--- config.mk ---
export PLATFORM = sky130hd
export DESIGN_NAME = buck_fault_mode_control
export DESIGN_NICKNAME = d
export VERILOG_FILES = /design/src/core/buck_fault_mode_control.v /design/src/core/ls_current_averager.v
export VERILOG_INCLUDE_DIRS = /design/src /design/src/pkg
export SDC_FILE = /design/constraint.sdc
export NUM_CORES = 1
export LEC_CHECK = 0
export ABC_AREA = 1
export BUFFER_PORTS_ARGS = -buffer_cell sky130_fd_sc_hd__buf_4
export CAP_MARGIN = 20
export CORE_UTILIZATION = 50
export CTS_CLUSTER_SIZE = 10
export DETAILED_ROUTE_END_ITERATION = 10
export PLACE_DENSITY_LB_ADDON = 0.08
export SETUP_SLACK_MARGIN = 0.02
export SYNTH_ARGS = -nofsm -noshare
export SYNTH_HDL_FRONTEND = slang
export SYNTH_SLANG_ARGS = --single-unit
--- constraint.sdc ---
create_clock -name i_clk -period 200 [get_ports i_clk]
set_input_delay 20 -clock i_clk [delete_from_list [all_inputs] [get_ports i_clk]]
set_output_delay 20 -clock i_clk [all_outputs]
set_load 0.01 [all_outputs]
--- src/pkg/buck_ctl_defs.vh ---
`ifndef BUCK_CTL_DEFS_VH
`define BUCK_CTL_DEFS_VH

// register offsets
`define REG_SWITCH_FREQ_SELECT 8'h33
`define REG_UNDERVOLT_FAULT_RESPONSE 8'h45
`define REG_OUTPUT_CURRENT_STATUS 8'h7B
`define REG_OUTPUT_CURRENT_TELEMETRY 8'h8C
`define REG_SYSTEM_USER_CONFIG 8'hA0

// field positions
`define FREQ_CODE_MAX 8'h03
`define UVR_RESTART_BIT 3
`define UVR_DELAY_MSB 2
`define OCS_CLAMP_BIT 5
`define SUC_FORCED_CONTINUOUS_SEL_BIT 0

// reset values
`define FREQ_RESET 8'h00
`define UVR_RESET 8'h00
`define SUC_RESET 8'h01

// timing
`define CLK_FREQ_KHZ 200000
`define FSW0_KHZ 600
`define FSW1_KHZ 800
`define FSW2_KHZ 1000
`define FSW3_KHZ 1200
`define HICCUP_SLEEP_MS 56
`define HICCUP_CYCLES (`HICCUP_SLEEP_MS * `CLK_FREQ_KHZ)
`define UV_DELAY_UNIT_CYCLES 200

`endif

--- src/core/buck_fault_mode_control.v ---
`timescale 1ns/10ps
`include "buck_ctl_defs.vh"

module buck_fault_mode_control #(
  parameter CW = 12,
  parameter HICCUP_CYCLES = `HICCUP_CYCLES,
  parameter UV_DELAY_UNIT = `UV_DELAY_UNIT_CYCLES,
  parameter [0:0] FORCED_CONTINUOUS_SEL_DEFAULT = 1'b1
) (
  input wire i_clk, // 200 MHz system clock
  input wire i_resetn, // supply reset, sync, active low
  input wire i_en, // enable pin level
  input wire i_softstart_done, // soft-start ramp complete
  input wire i_uv_detect, // tracking undervolt comparator raw
  input wire i_ls_over_ocl, // low-side current above threshold
  input wire i_zero_cross, // inductor current at zero
  input wire [7:0] i_ton, // high-side on-time in cycles
  input wire [CW-1:0] i_ls_current, // sensed low-side current
  input wire i_reg_wr, // register write strobe
  input wire i_reg_rd, // register read strobe
  input wire [7:0] i_reg_addr, // register offset
  input wire [15:0] i_reg_wdata, // write data
  output reg [15:0] o_reg_rdata, // read data
  output reg o_reg_ack, // one-cycle access acknowledge
  output reg o_hs_on, // high-side driver
  output reg o_ls_on, // low-side driver
  output reg o_converting, // converter running
  output reg o_fault_latched, // drivers latched off
  output reg o_hiccup, // hiccup sleep in progress
  output reg o_mode_forced_continuous_sel // active mode, 1 forced-continuous
);
  localparam ST_OFF = 2'd0; // disabled
  localparam ST_RUN = 2'd1; // switching
  localparam ST_LATCH = 2'd2; // latched off
  localparam ST_HICCUP = 2'd3; // sleeping before restart

  reg [1:0] st; // fault state
  reg [7:0] switch_freq_select; // frequency code
  reg [7:0] undervolt_fault_response; // delay and restart
  reg forced_continuous_sel; // software mode bit
  reg valley_current_clamp_flag; // sticky clamp flag
  reg [8:0] per_cnt; // switching period countdown
  reg [7:0] ton_cnt; // high-side on-time countdown
  reg defer; // high-side start deferred by clamp
  reg [23:0] uv_cnt; // undervolt response delay counter
  reg [23:0] hic_cnt; // hiccup sleep countdown
  reg en_d; // enable pin, last cycle
  wire [CW-1:0] output_current_telemetry; // averaged current
  wire clamp_set; // clamp extends off-time this cycle
  wire start_req; // a new high-side period is due
  wire uv_qual; // qualified undervolt condition
  wire [23:0] uv_limit; // delay in cycles
  wire ocs_clear; // software clear of clamp flag

  // cycles per switching period, full width, cut to the counter in period_of
  localparam integer PER0 = `CLK_FREQ_KHZ / `FSW0_KHZ; // code 00
  localparam integer PER1 = `CLK_FREQ_KHZ / `FSW1_KHZ; // code 01
  localparam integer PER2 = `CLK_FREQ_KHZ / `FSW2_KHZ; // code 02
  localparam integer PER3 = `CLK_FREQ_KHZ / `FSW3_KHZ; // code 03

  // period in cycles for a frequency code, rounded down
  function [8:0] period_of;
    input [1:0] code;
    begin
      case (code)
        2'd0: period_of = PER0[8:0];
        2'd1: period_of = PER1[8:0];
        2'd2: period_of = PER2[8:0];
        default: period_of = PER3[8:0];
      endcase
    end
  endfunction

  ls_current_averager #(.CW(CW), .NW(16)) u_avg (
    .i_clk(i_clk),
    .i_resetn(i_resetn),
    .i_ls_on(o_ls_on),
    .i_ls_current(i_ls_current),
    .o_avg(output_current_telemetry)
  );

  assign start_req = (st == ST_RUN) && !o_hs_on && (per_cnt == 9'd0 || defer);
  // the clamp acts in any running phase, soft-start included
  assign clamp_set = start_req && o_ls_on && i_ls_over_ocl;
  // comparator masked during soft-start
  assign uv_qual = (st == ST_RUN) && i_softstart_done && i_uv_detect;
  // code zero still takes one cycle, never instant
  assign uv_limit = 24'd1 + undervolt_fault_response[`UVR_DELAY_MSB:0] * UV_DELAY_UNIT[20:0];
  assign ocs_clear = i_reg_wr && i_reg_addr == `REG_OUTPUT_CURRENT_STATUS && i_reg_wdata[`OCS_CLAMP_BIT];

  // register writes and sticky flag
  always @(posedge i_clk) begin
    if (!i_resetn) begin
      switch_freq_select <= `FREQ_RESET;
      undervolt_fault_response <= `UVR_RESET;
      forced_continuous_sel <= FORCED_CONTINUOUS_SEL_DEFAULT;
      valley_current_clamp_flag <= 1'b0;
    end else begin
      if (i_reg_wr) begin
        case (i_reg_addr)
          `REG_SWITCH_FREQ_SELECT: begin
            if (i_reg_wdata[7:0] <= `FREQ_CODE_MAX) begin
              switch_freq_select <= i_reg_wdata[7:0];
            end
          end
          `REG_UNDERVOLT_FAULT_RESPONSE: begin
            undervolt_fault_response <= i_reg_wdata[7:0];
          end
          `REG_SYSTEM_USER_CONFIG: begin
            // stored at once, takes effect only at next enable
            forced_continuous_sel <= i_reg_wdata[`SUC_FORCED_CONTINUOUS_SEL_BIT];
          end
          default: begin
          end
        endcase
      end
      // set wins over a same-cycle clear
      if (clamp_set) begin
        valley_current_clamp_flag <= 1'b1;
      end else if (ocs_clear) begin
        valley_current_clamp_flag <= 1'b0;
      end
    end
  end

  // register reads, every access acked one cycle later
  always @(posedge i_clk) begin
    if (!i_resetn) begin
      o_reg_rdata <= 16'h0000;
      o_reg_ack <= 1'b0;
    end else begin
      o_reg_ack <= i_reg_wr | i_reg_rd;
      if (i_reg_rd) begin
        case (i_reg_addr)
          `REG_SWITCH_FREQ_SELECT: o_reg_rdata <= {8'h00, switch_freq_select};
          `REG_UNDERVOLT_FAULT_RESPONSE: o_reg_rdata <= {8'h00, undervolt_fault_response};
          `REG_SYSTEM_USER_CONFIG: o_reg_rdata <= {15'h0000, forced_continuous_sel};
          `REG_OUTPUT_CURRENT_STATUS: o_reg_rdata <= {10'h000, valley_current_clamp_flag, 5'h00};
          `REG_OUTPUT_CURRENT_TELEMETRY: o_reg_rdata <= {{(16-CW){1'b0}}, output_current_telemetry};
          default: o_reg_rdata <= 16'h0000; // unmapped reads zero
        endcase
      end
    end
  end

  // fault state machine and response delay
  always @(posedge i_clk) begin
    if (!i_resetn) begin
      st <= ST_OFF;
      uv_cnt <= 24'h000000;
      hic_cnt <= 24'h000000;
      en_d <= 1'b0;
      o_mode_forced_continuous_sel <= 1'b0;
    end else begin
      en_d <= i_en;
      if (!i_en) begin
        st <= ST_OFF;
        uv_cnt <= 24'h000000;
      end else begin
        case (st)
          ST_OFF: begin
            if (!en_d) begin // rising enable
              o_mode_forced_continuous_sel <= forced_continuous_sel;
              st <= ST_RUN;
            end
          end
          ST_RUN: begin
            // clamp has no response of its own; only undervolt or enable low stops us
            if (!uv_qual) begin
              uv_cnt <= 24'h000000;
            end else if (uv_cnt + 24'd1 >= uv_limit) begin
              uv_cnt <= 24'h000000;
              if (undervolt_fault_response[`UVR_RESTART_BIT]) begin
                st <= ST_HICCUP;
                hic_cnt <= HICCUP_CYCLES[23:0] - 24'd1;
              end else begin
                st <= ST_LATCH;
              end
            end else begin
              uv_cnt <= uv_cnt + 24'd1;
            end
          end
          ST_HICCUP: begin
            // no attempt counter: restarts forever
            if (hic_cnt == 24'h000000) begin
              st <= ST_RUN;
            end else begin
              hic_cnt <= hic_cnt - 24'd1;
            end
          end
          ST_LATCH: begin
            st <= ST_LATCH; // only enable low or reset leaves
          end
          default: st <= ST_OFF;
        endcase
      end
    end
  end

  // switching sequencer with valley clamp
  always @(posedge i_clk) begin
    if (!i_resetn) begin
      o_hs_on <= 1'b0;
      o_ls_on <= 1'b0;
      per_cnt <= 9'd0;
      ton_cnt <= 8'h00;
      defer <= 1'b0;
    end else if (st != ST_RUN) begin
      // stopped, latched or sleeping: both drivers off
      o_hs_on <= 1'b0;
      o_ls_on <= 1'b0;
      per_cnt <= 9'd0;
      defer <= 1'b0;
    end else if (start_req) begin
      if (clamp_set) begin
        defer <= 1'b1;
      end else begin
        defer <= 1'b0;
        o_hs_on <= 1'b1;
        o_ls_on <= 1'b0;
        ton_cnt <= (i_ton == 8'h00) ? 8'h00 : i_ton - 8'h01;
        per_cnt <= period_of(switch_freq_select[1:0]) - 9'd1;
      end
    end else begin
      if (per_cnt != 9'd0) begin
        per_cnt <= per_cnt - 9'd1;
      end
      if (o_hs_on) begin
        if (ton_cnt == 8'h00) begin
          o_hs_on <= 1'b0;
          o_ls_on <= 1'b1;
        end else begin
          ton_cnt <= ton_cnt - 8'h01;
        end
      end else if (o_ls_on && !o_mode_forced_continuous_sel && i_zero_cross) begin
        o_ls_on <= 1'b0; // skip mode stops at zero current
      end
    end
  end

  // status outputs registered from state
  always @(posedge i_clk) begin
    if (!i_resetn) begin
      o_converting <= 1'b0;
      o_fault_latched <= 1'b0;
      o_hiccup <= 1'b0;
    end else begin
      o_converting <= (st == ST_RUN);
      o_fault_latched <= (st == ST_LATCH);
      o_hiccup <= (st == ST_HICCUP);
    end
  end
endmodule

--- src/core/ls_current_averager.v ---
`timescale 1ns/10ps
`include "buck_ctl_defs.vh"

// averages sensed low-side current over each low-side on-period, taking at most its first 65535 samples
module ls_current_averager #(
  parameter CW = 12,
  parameter NW = 16
) (
  input wire i_clk, // system clock
  input wire i_resetn, // sync reset, active low
  input wire i_ls_on, // low-side switch on
  input wire [CW-1:0] i_ls_current, // sensed low-side current
  output reg [CW-1:0] o_avg // last on-period average
);
  reg [CW+NW-1:0] sum; // running sum over the on-period
  reg [NW-1:0] cnt; // samples in the on-period
  reg ls_on_d; // delayed low-side state
  wire [CW+NW-1:0] quot; // sum over count

  // divide by the true sample count, so short periods are not biased
  assign quot = sum / {{CW{1'b0}}, cnt};

  // accumulate while on, publish at the falling edge of on
  always @(posedge i_clk) begin
    if (!i_resetn) begin
      sum <= {(CW+NW){1'b0}};
      cnt <= {NW{1'b0}};
      ls_on_d <= 1'b0;
      o_avg <= {CW{1'b0}};
    end else begin
      ls_on_d <= i_ls_on;
      if (i_ls_on && cnt != {NW{1'b1}}) begin // sum saturates by count limit
        sum <= sum + {{NW{1'b0}}, i_ls_current};
        cnt <= cnt + 1'b1;
      end else if (!i_ls_on && ls_on_d) begin // period ended
        if (cnt != {NW{1'b0}}) begin
          o_avg <= quot[CW-1:0];
        end
        sum <= {(CW+NW){1'b0}};
        cnt <= {NW{1'b0}};
      end
    end
  end
endmodule

==> impl_metrics.yaml <==
timing:
  setup_tns_ps: 0
  finalHoldViolations: 0
  finalSetupViolCount: 0
  setup_ws_ps: 122180
  fin_crit_sh_pct: 38.9
  finClkSkew_ps: 14.9
  rsz0062_at_grt: "no"
  maxSlewViolCount: 0
  max_freq_ghz: 0.0128
  slew_headroom_pct: 39.9
  worst_slew_pin_slew_ps: 899
  period_needed_ps: 77820
critical_path:
  criticalPathCategory: "reg2reg"
  cp-end-kind: "flop"
  start_kind: "flop"
  cp.arrival_ps: 78150
  rrSetupSlack_ps: 122180
  path_max_fanout: 28
  critPathRequiredTime_ps: 200330
  slowest_delay_ps: 610
  cp_slowest_cell: "inv_1"
  path_common_cell: "nand2_1"
  worstRegToRegCells: 483
route:
  dr.pass1.iters: 6
  wire_per_inst_um: 13.4
  wl_met2_um: 29600
  dr_wl_met3_um: 2250
  viasPerCell: 5.27
  wl_um: 66300
  drc: 0
  met1_length_um: 33900
  vias: 26139
  ant_nets: 0
  drt_iter0_markers: 1221
  top_layer: "met5"
synthesis:
  synth-seq-cells: 163
  synth_flop_cell: "dfxtp_1"
  async_reset_ff_share_pct: 0
  yosys.area.top_type: "ha_1"
  synth_edf_count: 0
  yosysTopAreaCellShare_pct: 17.5
  synth_seq_area_share_pct: 12.4
  synth_area_um2: 26300
  synthesis.instances: 4266
  yosysWarnings: 0
  ys_types: 68
  syn_avg_cell_area_um2: 6.17
  yosys-top-cells-count: "1024 x nand2_1, 578 x inv_1, 369 x ha_1"
  synthTopCellsByArea: "ha_1 18%, nand2_1 15%, dfxtp_1 12%, inv_1 8.2%, a21oi_1 6.2%"
  yosysMostFrequentCell: "nand2_1"
clock_tree:
  cts_buffer_depth: 2
  cts_buffers: 17
  insertion_delay_ps: 450
  clkTransAtPathRegs_ps: 70
  post_cts_buffers: 0
  clock-sinks: 163
  cts_tree: "done"
  cts_resized: 0
  ctsHoldBuffers: 0
  htreeDepth: 4
  root_buffer: "clkbuf_16"
global_route:
  grt_max_degree: 70
  grt.overflow.total: 0
  antenna_found_initial: 1
  first_global_vias: 23697
  grt_pass1_wl_um: 112000
  grtUsageTotal_pct: 24.7
finish:
  drive_gt1_share_pct: 7.53
  nFillCells: 5439
  regArea_um2: 3260
  multi_input_area_um2: 20300
  antennaDiodeCount: 0
  area_delta_synth_final_pct: 6.21
  fin_nets: 4689
run_status:
  outcome: "finished, final reports clean"
die:
  start_util_pct: 50.9
  dieHeight_um: 231
  rows: 83
  die_x_um: 231
  core_area_um2: 51700
  io_pins: 76
  die-area_um2: 53600
place:
  io_buffer_count: 63
  dp_worst_setup_slack_ps: 122620
  dp_hpwl_um: 52500
  place_congestion: 0.865
hold_path:
  hp-class: "reg2reg"
  worstHoldPathCells: 2
flow_run:
  maxCapViolCount: 0
==> path summary, 6_finish.rpt <==
| check | start | end |
|---|---|---|
| worst max-delay path | u_avg.cnt[13] | u_avg.o_avg[0] |
| worst min-delay path | switch_freq_select[2] | switch_freq_select[2] |
| worst max register to register | u_avg.cnt[13] | u_avg.o_avg[0] |
| worst min register to register | switch_freq_select[2] | switch_freq_select[2] |
==> kinds of logic (layout without fill, tap and decap cells) <==
family / Yosys count / count (layout) / synth area share, %
AND/OR/NAND/NOR: 1868 / 1868 / 32.0
buffers and inverters: 732 / 742 / 10.7
multiplexers: 1 / 1 / 0.0380
adder cells (fa/ha/maj): 370 / 370 / 17.6
XOR/XNOR: 266 / 266 / 8.85
other: 1 / 4 / 0.0142
AO/OA/AOI/OAI: 865 / 865 / 18.3
flip-flops: 163 / 163 / 12.4
==> flip-flops by register name, summed over array words and instances (netlist names), 2 cells and up <==
register                  flops
hic_cnt                      24
switch_freq_select            8
o_reg_rdata                  12
uv_cnt                       24
undervolt_fault_response      8
u_avg.sum                    28
u_avg.cnt                    16
u_avg.o_avg                  12
per_cnt                       9
st                            2
ton_cnt                       8
==> critical path: cells and delay by family (launching register included) <==
| family | cells | cell delay, ps |
|---|---|---|
| AOI/OAI and AO/OA | 167 | 32270 |
| xor gates and xnor gates | 1 | 160 |
| adders and majority gates | 27 | 8720 |
| buffers and inverters | 93 | 11750 |
| DFF | 1 | 330 |
| and+or+nand+nor | 195 | 24110 |
==> per-stage QoR <==
step,hold slack (ps),std cells,util [%],area (µm²)
finish,437,4959,54.1,28000
global route,460,4959,54.1,28000
CTS,438,4959,54.1,28000
detailed placement,429,4927,52.9,27400
global placement,421,4927,52.9,27400
floorplan,415,4269,-,26300
==> layout make-up <==
type | count | area share, %
inverters | 625 | 8.45
clock inverters | 13 | 0.523
repair buffers | 85 | 2.28
well taps | 680 | 3.04
multi-input cells | 3374 | 72.4
clock buffers | 19 | 1.62
flip-flops and latches | 163 | 11.7
==> metal layers <==
metal,GRT usage [%],vias up
met4,3.81,2
met3,2.79,26
met5,0,-
met1,34.1,11670
met2,41.8,307
li1,-,14134
==> placed cells by master, fill, tap and decap left out, drive strengths merged, types with 5 or more instances in the layout <==
master / Yosys / layout
nand3b: 15 / 15
o211ai: 15 / 15
ha: 369 / 369
nor3b: 7 / 7
o2111ai: 5 / 5
xnor2: 86 / 86
or2: 52 / 52
inv: 614 / 618
xor2: 180 / 180
o21ai: 358 / 358
nand3: 272 / 272
o21bai: 36 / 36
a21o: 13 / 13
a21oi: 336 / 336
a211oi: 25 / 25
nand2: 1069 / 1069
nand4: 63 / 63
dfxtp: 163 / 163
nor2: 295 / 295
clkbuf: 87 / 19
buf: 20 / 85
nor4: 22 / 22
o221ai: 15 / 15
and2: 10 / 10
a31oi: 19 / 19
clkinv: 10 / 16
o21a: 8 / 8
nor3: 53 / 53
o31ai: 18 / 18
Power is left out: the tool's default activity adds up to more than one toggle a clock period on the data nets, which glitch-free logic cannot reach.
